<file path="config.mk">
export PLATFORM = sky130hd
export DESIGN_NAME = adcrp_top
export DESIGN_NICKNAME = d
export VERILOG_FILES = /design/src/adcrp_pkg.sv /design/src/adcrp_prescaler.sv /design/src/adcrp_top.sv
export SDC_FILE = /design/constraint.sdc
export NUM_CORES = 1
export LEC_CHECK = 0
export ABC_CLOCK_PERIOD_IN_PS = 1600
export BUFFER_PORTS_ARGS = -buffer_cell sky130_fd_sc_hd__buf_2
export CORE_MARGIN = 3
export CORE_UTILIZATION = 40
export DETAILED_ROUTE_END_ITERATION = 7
export PLACE_DENSITY = 0.68
export SYNTH_ARGS = -nofsm -noshare
export SYNTH_HDL_FRONTEND = slang
export SYNTH_SLANG_ARGS = --single-unit
</file>
<file path="constraint.sdc">
create_clock -name mclk -period 1.6 [get_ports mclk]
set_clock_uncertainty 0.05 [all_clocks]
set_input_delay 0.08 -clock mclk [delete_from_list [all_inputs] [get_ports mclk]]
set_output_delay 0.08 -clock mclk [all_outputs]
set_load 0.02 [all_outputs]
</file>
<file path="src/adcrp_pkg.sv">
/*
 * Package for the converter result and prescaler block: register offsets,
 * divider codes, reset values and the bus carrier structs.
 * Assumes an 8-bit I/O register bus driven by the processor core.
 */
package adcrp_pkg;
	// I/O offsets of the result pair and the data-space displacement
	localparam logic [7:0] ADCRP_OFS_RESULT_LOW = 8'h04;
	localparam logic [7:0] ADCRP_OFS_RESULT_HIGH = 8'h05;
	localparam logic [7:0] ADCRP_DATA_SPACE_OFS = 8'h20;
	localparam logic [7:0] ADCRP_RESET_BYTE = 8'h00;
	// Result width and divider width
	localparam int ADCRP_RES_W = 10;
	localparam int ADCRP_DIV_W = 7;
	localparam logic [6:0] ADCRP_DIV_ZERO = 7'h00;
	// Divide select codes
	localparam logic [2:0] ADCRP_DIV2_A = 3'h0;
	localparam logic [2:0] ADCRP_DIV2_B = 3'h1;
	localparam logic [2:0] ADCRP_DIV4 = 3'h2;
	localparam logic [2:0] ADCRP_DIV8 = 3'h3;
	localparam logic [2:0] ADCRP_DIV16 = 3'h4;
	localparam logic [2:0] ADCRP_DIV32 = 3'h5;
	localparam logic [2:0] ADCRP_DIV64 = 3'h6;
	localparam logic [2:0] ADCRP_DIV128 = 3'h7;
	// Half-period terminal counts (divide factor / 2 - 1)
	localparam logic [6:0] ADCRP_HALF2 = 7'h00;
	localparam logic [6:0] ADCRP_HALF4 = 7'h01;
	localparam logic [6:0] ADCRP_HALF8 = 7'h03;
	localparam logic [6:0] ADCRP_HALF16 = 7'h07;
	localparam logic [6:0] ADCRP_HALF32 = 7'h0f;
	localparam logic [6:0] ADCRP_HALF64 = 7'h1f;
	localparam logic [6:0] ADCRP_HALF128 = 7'h3f;

	// Read request from the core
	typedef struct packed {
		logic rd;
		logic data_space;
		logic [7:0] addr;
	} adcrp_req_s;

	// Finished conversion from the analog side
	typedef struct packed {
		logic done;
		logic differential;
		logic [9:0] value;
	} adcrp_conv_s;
endpackage : adcrp_pkg

</file>
<file path="src/adcrp_prescaler.sv">
/*
 * Converter clock prescaler: divides the system clock by 2..128.
 * Assumes the select code comes from logic on the same clock.
 */
`timescale 1ns/10ps
module adcrp_prescaler (
	// Clock and reset
	input wire logic mclk,
	input wire logic rst,
	// Control
	input wire logic [2:0] clock_divide_select,
	// Converter clock, straight from a flip-flop
	output logic conv_clk
);
	import adcrp_pkg::*;

	logic [6:0] count;
	logic [6:0] next_count;
	logic next_conv_clk;
	logic [6:0] half;

	// Map a select code to its half-period terminal count
	function automatic logic [6:0] half_count(input logic [2:0] sel);
		case (sel)
			ADCRP_DIV2_A, ADCRP_DIV2_B: half_count = ADCRP_HALF2; // [RQ1]
			ADCRP_DIV4: half_count = ADCRP_HALF4;
			ADCRP_DIV8: half_count = ADCRP_HALF8;
			ADCRP_DIV16: half_count = ADCRP_HALF16;
			ADCRP_DIV32: half_count = ADCRP_HALF32;
			ADCRP_DIV64: half_count = ADCRP_HALF64;
			default: half_count = ADCRP_HALF128;
		endcase
	endfunction : half_count

	// Toggle the output every half period; a shrinking code restarts cleanly
	always_comb begin
		half = half_count(clock_divide_select);
		next_count = count + 7'h01;
		next_conv_clk = conv_clk;
		if (count >= half) begin // [RQ12]
			next_count = ADCRP_DIV_ZERO;
			next_conv_clk = ~conv_clk;
		end
	end

	always_ff @(posedge mclk) begin
		if (rst) begin
			count <= ADCRP_DIV_ZERO;
			conv_clk <= 1'b0;
		end else begin
			count <= next_count;
			conv_clk <= next_conv_clk;
		end
	end

	// Output period equals the selected factor
	a_div_toggle: assert property (@(posedge mclk) disable iff (rst) // [RQ1]
		(!$stable(conv_clk) && $stable(clock_divide_select) && clock_divide_select <= ADCRP_DIV2_B)
		|=> !$stable(conv_clk)) else $error("divide-by-2 output did not toggle");
	a_div_hold: assert property (@(posedge mclk) disable iff (rst) // [RQ12]
		(!$stable(conv_clk) && clock_divide_select == ADCRP_DIV4 && $stable(clock_divide_select))
		|=> $stable(conv_clk) ##1 !$stable(conv_clk)) else $error("divide-by-4 timing wrong");
	c_div128: cover property (@(posedge mclk) clock_divide_select == ADCRP_DIV128 && !$stable(conv_clk));
endmodule : adcrp_prescaler

</file>
<file path="src/adcrp_top.sv">
/*
 * Converter result registers and prescaler control.
 * Assumes the core reads with a one-cycle rd pulse and takes data next cycle;
 * conversion results arrive from logic on mclk.
 */
// Overview of operation
// (RQ1) Divide select codes 000/001 give /2, then /4 up to /128.
// (RQ2) A finished conversion loads the low and high result bytes.
// (RQ3) Differential results are delivered as two's complement values.
// (RQ4) Reading the low byte freezes both bytes until the high byte is read; a result done in the low read's cycle still loads.
// (RQ5) Software reads low then high; high alone is fine left adjusted.
// (RQ6) Left adjust select set gives left alignment, clear gives right.
// (RQ7) Right adjusted: low holds bits 7:0, high bits 1:0 hold 9:8.
// (RQ8) Left adjusted: high holds bits 9:2, low bits 7:6 hold 1:0.
// (RQ9) Both bytes are read-only at offsets 0x04 and 0x05, reset zero.
// (RQ10) Data-space accesses reach them at 0x24 and 0x25.
// (RQ11) Changing left adjust select realigns the visible bytes at once.
// (RQ12) Prescaler divides the system clock to make the converter clock.
// (RQ13) A result finishing during a held read is discarded.
`timescale 1ns/10ps
module adcrp_top (
	// Clock and reset
	input wire logic mclk,
	input wire logic rst,
	// I/O register read port
	input adcrp_pkg::adcrp_req_s req,
	output logic [7:0] rdata,
	output logic rvalid,
	// Control bits from the control registers
	input wire logic left_adjust_select,
	input wire logic [2:0] clock_divide_select,
	// Converter side
	input adcrp_pkg::adcrp_conv_s conv,
	output logic conv_clk,
	output logic result_held
);
	import adcrp_pkg::*;

	typedef enum logic [0:0] {ADCRP_OPEN, ADCRP_HELD} adcrp_state_e;

	adcrp_state_e state;
	adcrp_state_e next_state;
	logic [9:0] result;
	logic [9:0] next_result;
	logic [7:0] next_rdata;
	logic next_rvalid;
	logic next_result_held;
	logic sel_low;
	logic sel_high;

	// Hit test for one register at either its I/O or data-space address
	function automatic logic addr_hit(input logic [7:0] addr, input logic dspace, input logic [7:0] ofs);
		addr_hit = dspace ? (addr == ofs + ADCRP_DATA_SPACE_OFS) : (addr == ofs); // [RQ10]
	endfunction : addr_hit

	// Byte presentation: realigned combinationally from the stored result
	function automatic logic [7:0] view(input logic [9:0] r, input logic left, input logic high);
		logic [7:0] v;
		v = ADCRP_RESET_BYTE;
		if (left) begin // [RQ6] [RQ11]
			v = high ? r[9:2] : {r[1:0], 6'h00}; // [RQ8]
		end else begin
			v = high ? {6'h00, r[9:8]} : r[7:0]; // [RQ7]
		end
		view = v;
	endfunction : view

	adcrp_prescaler u_prescaler (
		.mclk(mclk),
		.rst(rst),
		.clock_divide_select(clock_divide_select),
		.conv_clk(conv_clk)
	);

	// Address decode, shared by the hold group and the read group; a data-space
	// access at a bare I/O offset is not a hit
	always_comb begin
		sel_low = req.rd && addr_hit(req.addr, req.data_space, ADCRP_OFS_RESULT_LOW); // [RQ10]
		sel_high = req.rd && addr_hit(req.addr, req.data_space, ADCRP_OFS_RESULT_HIGH); // [RQ10]
	end

	// Hold group: the value is the converter's own two's complement code for
	// differential pairs, so it is stored unmodified
	always_comb begin
		next_state = state;
		next_result = result;
		case (state)
			ADCRP_OPEN: begin
				if (conv.done) begin
					next_result = conv.value; // [RQ2] [RQ3]
				end
				if (sel_low) begin
					next_state = ADCRP_HELD; // [RQ4]
				end
			end
			ADCRP_HELD: begin
				// New results are dropped while held; one landing with the low read itself still loads
				// and tears the pair, and one landing with the releasing high read is lost as well
				if (sel_high) begin // [RQ13]
					next_state = ADCRP_OPEN;
				end
			end
			default: next_state = ADCRP_OPEN;
		endcase
		next_result_held = (next_state == ADCRP_HELD);
	end

	// Hold group registers; reset clears the stored pair to zero
	always_ff @(posedge mclk) begin
		if (rst) begin
			state <= ADCRP_OPEN;
			result <= {ADCRP_RESET_BYTE[1:0], ADCRP_RESET_BYTE}; // [RQ9]
			result_held <= 1'b0;
		end else begin
			state <= next_state;
			result <= next_result;
			result_held <= next_result_held;
		end
	end

	// Read group: data comes from the value visible in the read cycle, so an
	// alignment change shows on the very next read with no reload
	always_comb begin
		next_rvalid = req.rd;
		next_rdata = ADCRP_RESET_BYTE;
		if (sel_low) begin // [RQ9]
			next_rdata = view(result, left_adjust_select, 1'b0);
		end else if (sel_high) begin
			next_rdata = view(result, left_adjust_select, 1'b1);
		end
	end

	// Read group registers; unmapped reads still answer, with zero
	always_ff @(posedge mclk) begin
		if (rst) begin
			rdata <= ADCRP_RESET_BYTE;
			rvalid <= 1'b0;
		end else begin
			rdata <= next_rdata;
			rvalid <= next_rvalid;
		end
	end

	// Checks below watch only what this block drives; stimulus legality is the
	// partner's business. Each antecedent is reached by the standard read and
	// conversion sequences, so none of them holds vacuously.
	// Hold and release of the pair
	a_held_stable: assert property (@(posedge mclk) disable iff (rst) // [RQ4] [RQ13]
		(state == ADCRP_HELD && !sel_high) |=> $stable(result))
		else $error("held result changed");
	a_low_freezes: assert property (@(posedge mclk) disable iff (rst) // [RQ4]
		(state == ADCRP_OPEN && sel_low) |=> result_held)
		else $error("low read did not hold");
	a_high_release: assert property (@(posedge mclk) disable iff (rst) // [RQ4]
		(state == ADCRP_HELD && sel_high) |=> !result_held)
		else $error("high read did not release");
	a_held_level: assert property (@(posedge mclk) disable iff (rst) // [RQ4]
		result_held == (state == ADCRP_HELD))
		else $error("held flag disagrees with state");
	a_high_open: assert property (@(posedge mclk) disable iff (rst) // [RQ4]
		(state == ADCRP_OPEN && sel_high) |=> !result_held)
		else $error("lone high read held the pair");

	// Loading and dropping of new results
	a_load_done: assert property (@(posedge mclk) disable iff (rst) // [RQ2] [RQ3]
		(state == ADCRP_OPEN && conv.done) |=> result == $past(conv.value))
		else $error("result not loaded");
	a_open_tracks: assert property (@(posedge mclk) disable iff (rst) // [RQ2]
		(state == ADCRP_OPEN && !conv.done) |=> $stable(result))
		else $error("result changed without a conversion");
	a_drop_held: assert property (@(posedge mclk) disable iff (rst) // [RQ13]
		(state == ADCRP_HELD && conv.done) |=> $stable(result))
		else $error("held result overwritten");

	// Byte views in both alignments
	a_right_low: assert property (@(posedge mclk) disable iff (rst) // [RQ7]
		(sel_low && !left_adjust_select) |=> rvalid && rdata == $past(result[7:0]))
		else $error("right low wrong");
	a_right_high: assert property (@(posedge mclk) disable iff (rst) // [RQ7]
		(sel_high && !left_adjust_select) |=> rdata == {6'h00, $past(result[9:8])})
		else $error("right high wrong");
	a_left_high: assert property (@(posedge mclk) disable iff (rst) // [RQ8] [RQ11]
		(sel_high && left_adjust_select) |=> rdata == $past(result[9:2]))
		else $error("left high wrong");
	a_left_low: assert property (@(posedge mclk) disable iff (rst) // [RQ8]
		(sel_low && left_adjust_select) |=> rdata == {$past(result[1:0]), 6'h00})
		else $error("left low wrong");

	// Decode and answer of the read port
	a_unmapped_zero: assert property (@(posedge mclk) disable iff (rst) // [RQ9] [RQ10]
		(req.rd && !sel_low && !sel_high) |=> rdata == ADCRP_RESET_BYTE)
		else $error("unmapped read nonzero");
	a_rvalid_follows: assert property (@(posedge mclk) disable iff (rst) // [RQ9]
		req.rd |=> rvalid)
		else $error("read not answered");
	a_idle_quiet: assert property (@(posedge mclk) disable iff (rst) // [RQ9]
		!req.rd |=> !rvalid && rdata == ADCRP_RESET_BYTE)
		else $error("answer without read");
	a_data_low_hit: assert property (@(posedge mclk) disable iff (rst) // [RQ10]
		(req.rd && req.data_space && req.addr == ADCRP_OFS_RESULT_LOW + ADCRP_DATA_SPACE_OFS) |-> sel_low)
		else $error("data-space low address missed");
	a_io_high_hit: assert property (@(posedge mclk) disable iff (rst) // [RQ10]
		(req.rd && !req.data_space && req.addr == ADCRP_OFS_RESULT_HIGH) |-> sel_high)
		else $error("io high address missed");
	a_space_split: assert property (@(posedge mclk) disable iff (rst) // [RQ10]
		(req.rd && req.data_space && req.addr == ADCRP_OFS_RESULT_LOW) |-> !sel_low)
		else $error("data-space read hit an io offset");

	// Reset empties the pair and silences the read port; checked without the
	// usual disable so the reset cycles themselves are covered
	a_reset_clear: assert property (@(posedge mclk) // [RQ9]
		rst |=> !rvalid && !result_held && rdata == ADCRP_RESET_BYTE
			&& result == {ADCRP_RESET_BYTE[1:0], ADCRP_RESET_BYTE})
		else $error("reset left state behind");

	// Main scenarios: a full pair, a dropped result, a data-space read and a
	// differential result being stored
	c_full_pair: cover property (@(posedge mclk) (sel_low && state == ADCRP_OPEN) ##[1:8] sel_high);
	c_drop: cover property (@(posedge mclk) state == ADCRP_HELD && conv.done);
	c_data_space: cover property (@(posedge mclk) sel_high && req.data_space);
	c_diff_load: cover property (@(posedge mclk) state == ADCRP_OPEN && conv.done && conv.differential);
endmodule : adcrp_top

</file>
==> metrics.txt <==
pwr/cell area 805 mW/mm²; Clk Latency, worst-skew pair 0.33 ns; Hold Fails Final Rpt 0; slowest cell on the critical path dfxtp_2; drt first pass iters 4; largest net degree at the start of global routing 16; post-synthesis mux area share 0.0279; CTS sink cnt 28; critical-path cell list inv_1 > ha_1 > nand2b_4 > a31oi_4 > o21ai_1 > mux2_1; Leakage 0.743 nW; register area share after synthesis 0.463; design area 0.00166 mm²; Post-synth EDFFs 0; crit path time final 1.56 ns; GPL Wtd Cong 0.749; die area 0.00372 mm²; syn_nets 174; FF-to-FF path depth 6; Die Y 61.0 µm; Buffers & Inverters on Critical Path 1; actual slew at the worst max-slew pin 0.351 ns; initial antenna violation count 0; Max-Cap Viols 0; DP Wirelength 2080 µm; Top Ports 39; CTS tree built; Core Area 0.00283 mm²; CP max stage delay 0.36 ns; CP required 1.79 ns; mapped cell area 0.00121 mm²; dominant delay contributor by cell family on the critical path flip-flops; Cell Rows 19; clock-pin slew on the worst setup and hold paths 0.15 ns; Max Buffers Root-to-Sink 2; antenna-violating nets left 0; Hold/Removal Path Class primary input to flip-flop; Setup CP Type flip-flop to flip-flop; Primary FF master, synth dfxtp_1; n_diodes 0; post-synthesis xor/xnor area fraction 0.0434; first-pass GRT wire length 4640 µm; Slew headroom 0.765; Hold Crit Start left_adjust_select; status finished clean; Worst R2R Setup Slack 0.04 ns; Hold Path End rdata[6]; Final Core Density 0.585; Critical Path AT 1.75 ns; WHS Path Cells 3; Slew Viols, Final 0; initial detailed-routing violation count 13; Final setup viols 0; fin crit share 0.976; Max VDD drop 501 µV; post-synthesis compound-gate area fraction 0.138; number of remaining DRC errors 0; initial core utilization 0.428; critical path endpoint category flip-flop; global route overflow 0; total CTS buffers 3; layout cells sized above 1 0.307; final WL 2750 µm; Final Non-Filler Cells 223; Critical Path Source Type flip-flop; Critical R2R Capture u_prescaler.conv_clk; Final Net Count 228; Syn Inst Count 139; vias in the first global route 1,130; Yosys cell types 28; Synth Area in Simple Gates 0.231; Placed Cells 207; via count 1,128; Clock Root Buffer clkbuf_4; crit-path max FO 2; Post-synth ARST share 0; Hold Slack 0.0205 ns; Avg WL per Cell 12.3 µm; Area Growth Syn to Fin 36.8%; CTS H-tree depth 1; YS warnings 0; #FFs+latches synth 28; Avg Cell Area, Syn 8.70 µm²; largest family of logic cells by synthesized area simple AND/OR/NAND/NOR gates; origin of the critical flop-to-flop path u_prescaler.count[0]; PortBufs 37; Placed Area 0.00145 mm²; Total Routing Usage GR 0.167; Die Wd 61.0 µm; Synth Area in Adders 0.0724; vias per cell 5.06; Max Fclk 640 MHz; RSZ-0062 raised after global routing yes
[registers in the layout, indices dropped and copies added, names as in the netlist]
| register | cells |
|---|---|
| rvalid | 1 |
| u_prescaler.conv_clk | 1 |
| rdata | 8 |
| result | 10 |
| u_prescaler.count | 7 |
| state | 1 |
[Yosys cell counts (2+ instances only)]
cell type	number	area (µm²)
inv_1	4	15.0
ha_1	7	87.6
nand2b_1	4	25.0
dfxtp_1	28	561
nand3_1	7	35.0
nand2_1	24	90.1
a21oi_1	14	70.1
mux2_2	2	22.5
clkbuf_1	4	15.0
a22oi_1	6	45.0
a21o_1	2	15.0
nor2_1	15	56.3
xor2_1	4	35.0
xnor2_1	2	17.5
nor2b_1	3	18.8
[worst min-delay path: stages]
cell and delay [ns]:
buf_2 0.12, a22oi_1 0.07, nor2_1 0.09
[layer usage]
layer	track usage	vias to the layer above	part of all wire
met2	0.296	34	0.50
met3	0.0362	2	0.045
li1	-	578	-
met5	0	-	0
met4	0.0526	0	0.0087
met1	0.201	514	0.45
[how the worst max path moves through the flow]
stage,endpoint,cells past startpoint,slack [ns],startpoint
CTS,u_prescaler.conv_clk,5,0.01,u_prescaler.count[3]
finish,u_prescaler.conv_clk,6,0.04,u_prescaler.count[0]
global route,u_prescaler.conv_clk,5,0.008,u_prescaler.count[4]
floorplan,u_prescaler.conv_clk,6,0.04,u_prescaler.count[0]
global placement,u_prescaler.conv_clk,7,-0.07,clock_divide_select[1]
detailed placement,u_prescaler.count[2],7,-0.16,clock_divide_select[1]
[area by class of cell]
cell class,instances,area [µm²]
Clock buffer,4,36.3
Multi-Input combinational cell,103,667
Fill cell,255,1170
Inverter,4,15.0
Tap cell,31,38.8
Timing Repair Buffer,53,333
Sequential cell,28,566
[kinds of logic (layout without fill, tap and decap cells)]
family | count (synthesis) | count (layout)
xor gates and xnor gates | 6 | 6
DFF | 28 | 28
and+or+nand+nor | 60 | 60
AOI/OAI and AO/OA | 27 | 27
adders and majority gates | 7 | 7
muxes | 3 | 3
buffers and inverters | 8 | 61
[power breakdown]
| part | switching, W | internal, W | total, W |
|---|---|---|---|
| registers | 0.0000207 | 0.000727 | 0.000748 |
| clock network | 0.000203 | 0.000139 | 0.000342 |
| logic | 0.000117 | 0.000126 | 0.000243 |
[metrics by stage]
stage	power [W]	TNS (ns)	setup WS, ns
after floorplan	0.000867	0	0.0443
after global placement	0.000933	-0.471	-0.0739
after detailed placement	0.000947	-1.04	-0.155
after CTS	0.00133	0	0.0129
after global routing	0.00140	0	0.00839
final	0.00133	0	0.0382
[placed cells by master, fill, tap and decap left out, types with 2 or more instances in the layout]
master,Yosys,routed
dlygate4sd3_1,0,11
nor2b_1,3,3
a21oi_1,14,14
a22oi_1,6,6
xnor2_1,2,2
dfxtp_1,28,24
mux2_2,2,2
nor2_1,15,15
ha_1,7,5
nand2_1,24,24
inv_1,4,4
clkbuf_4,0,3
buf_2,0,37
dfxtp_2,0,4
ha_4,0,2
buf_4,0,5
nand3_1,7,7
a21o_1,2,2
xor2_1,4,4
nand2b_1,4,3
[timing repair]
item	CTS	global route
resized for setup	5	4
endpoints found under the setup margin	8	1
cloned	0	0
endpoints found under the hold margin	11	0
buffers inserted	1	0
pin swaps	5	0
hold buffers	11	0
(Power assumes the default switching activity.)
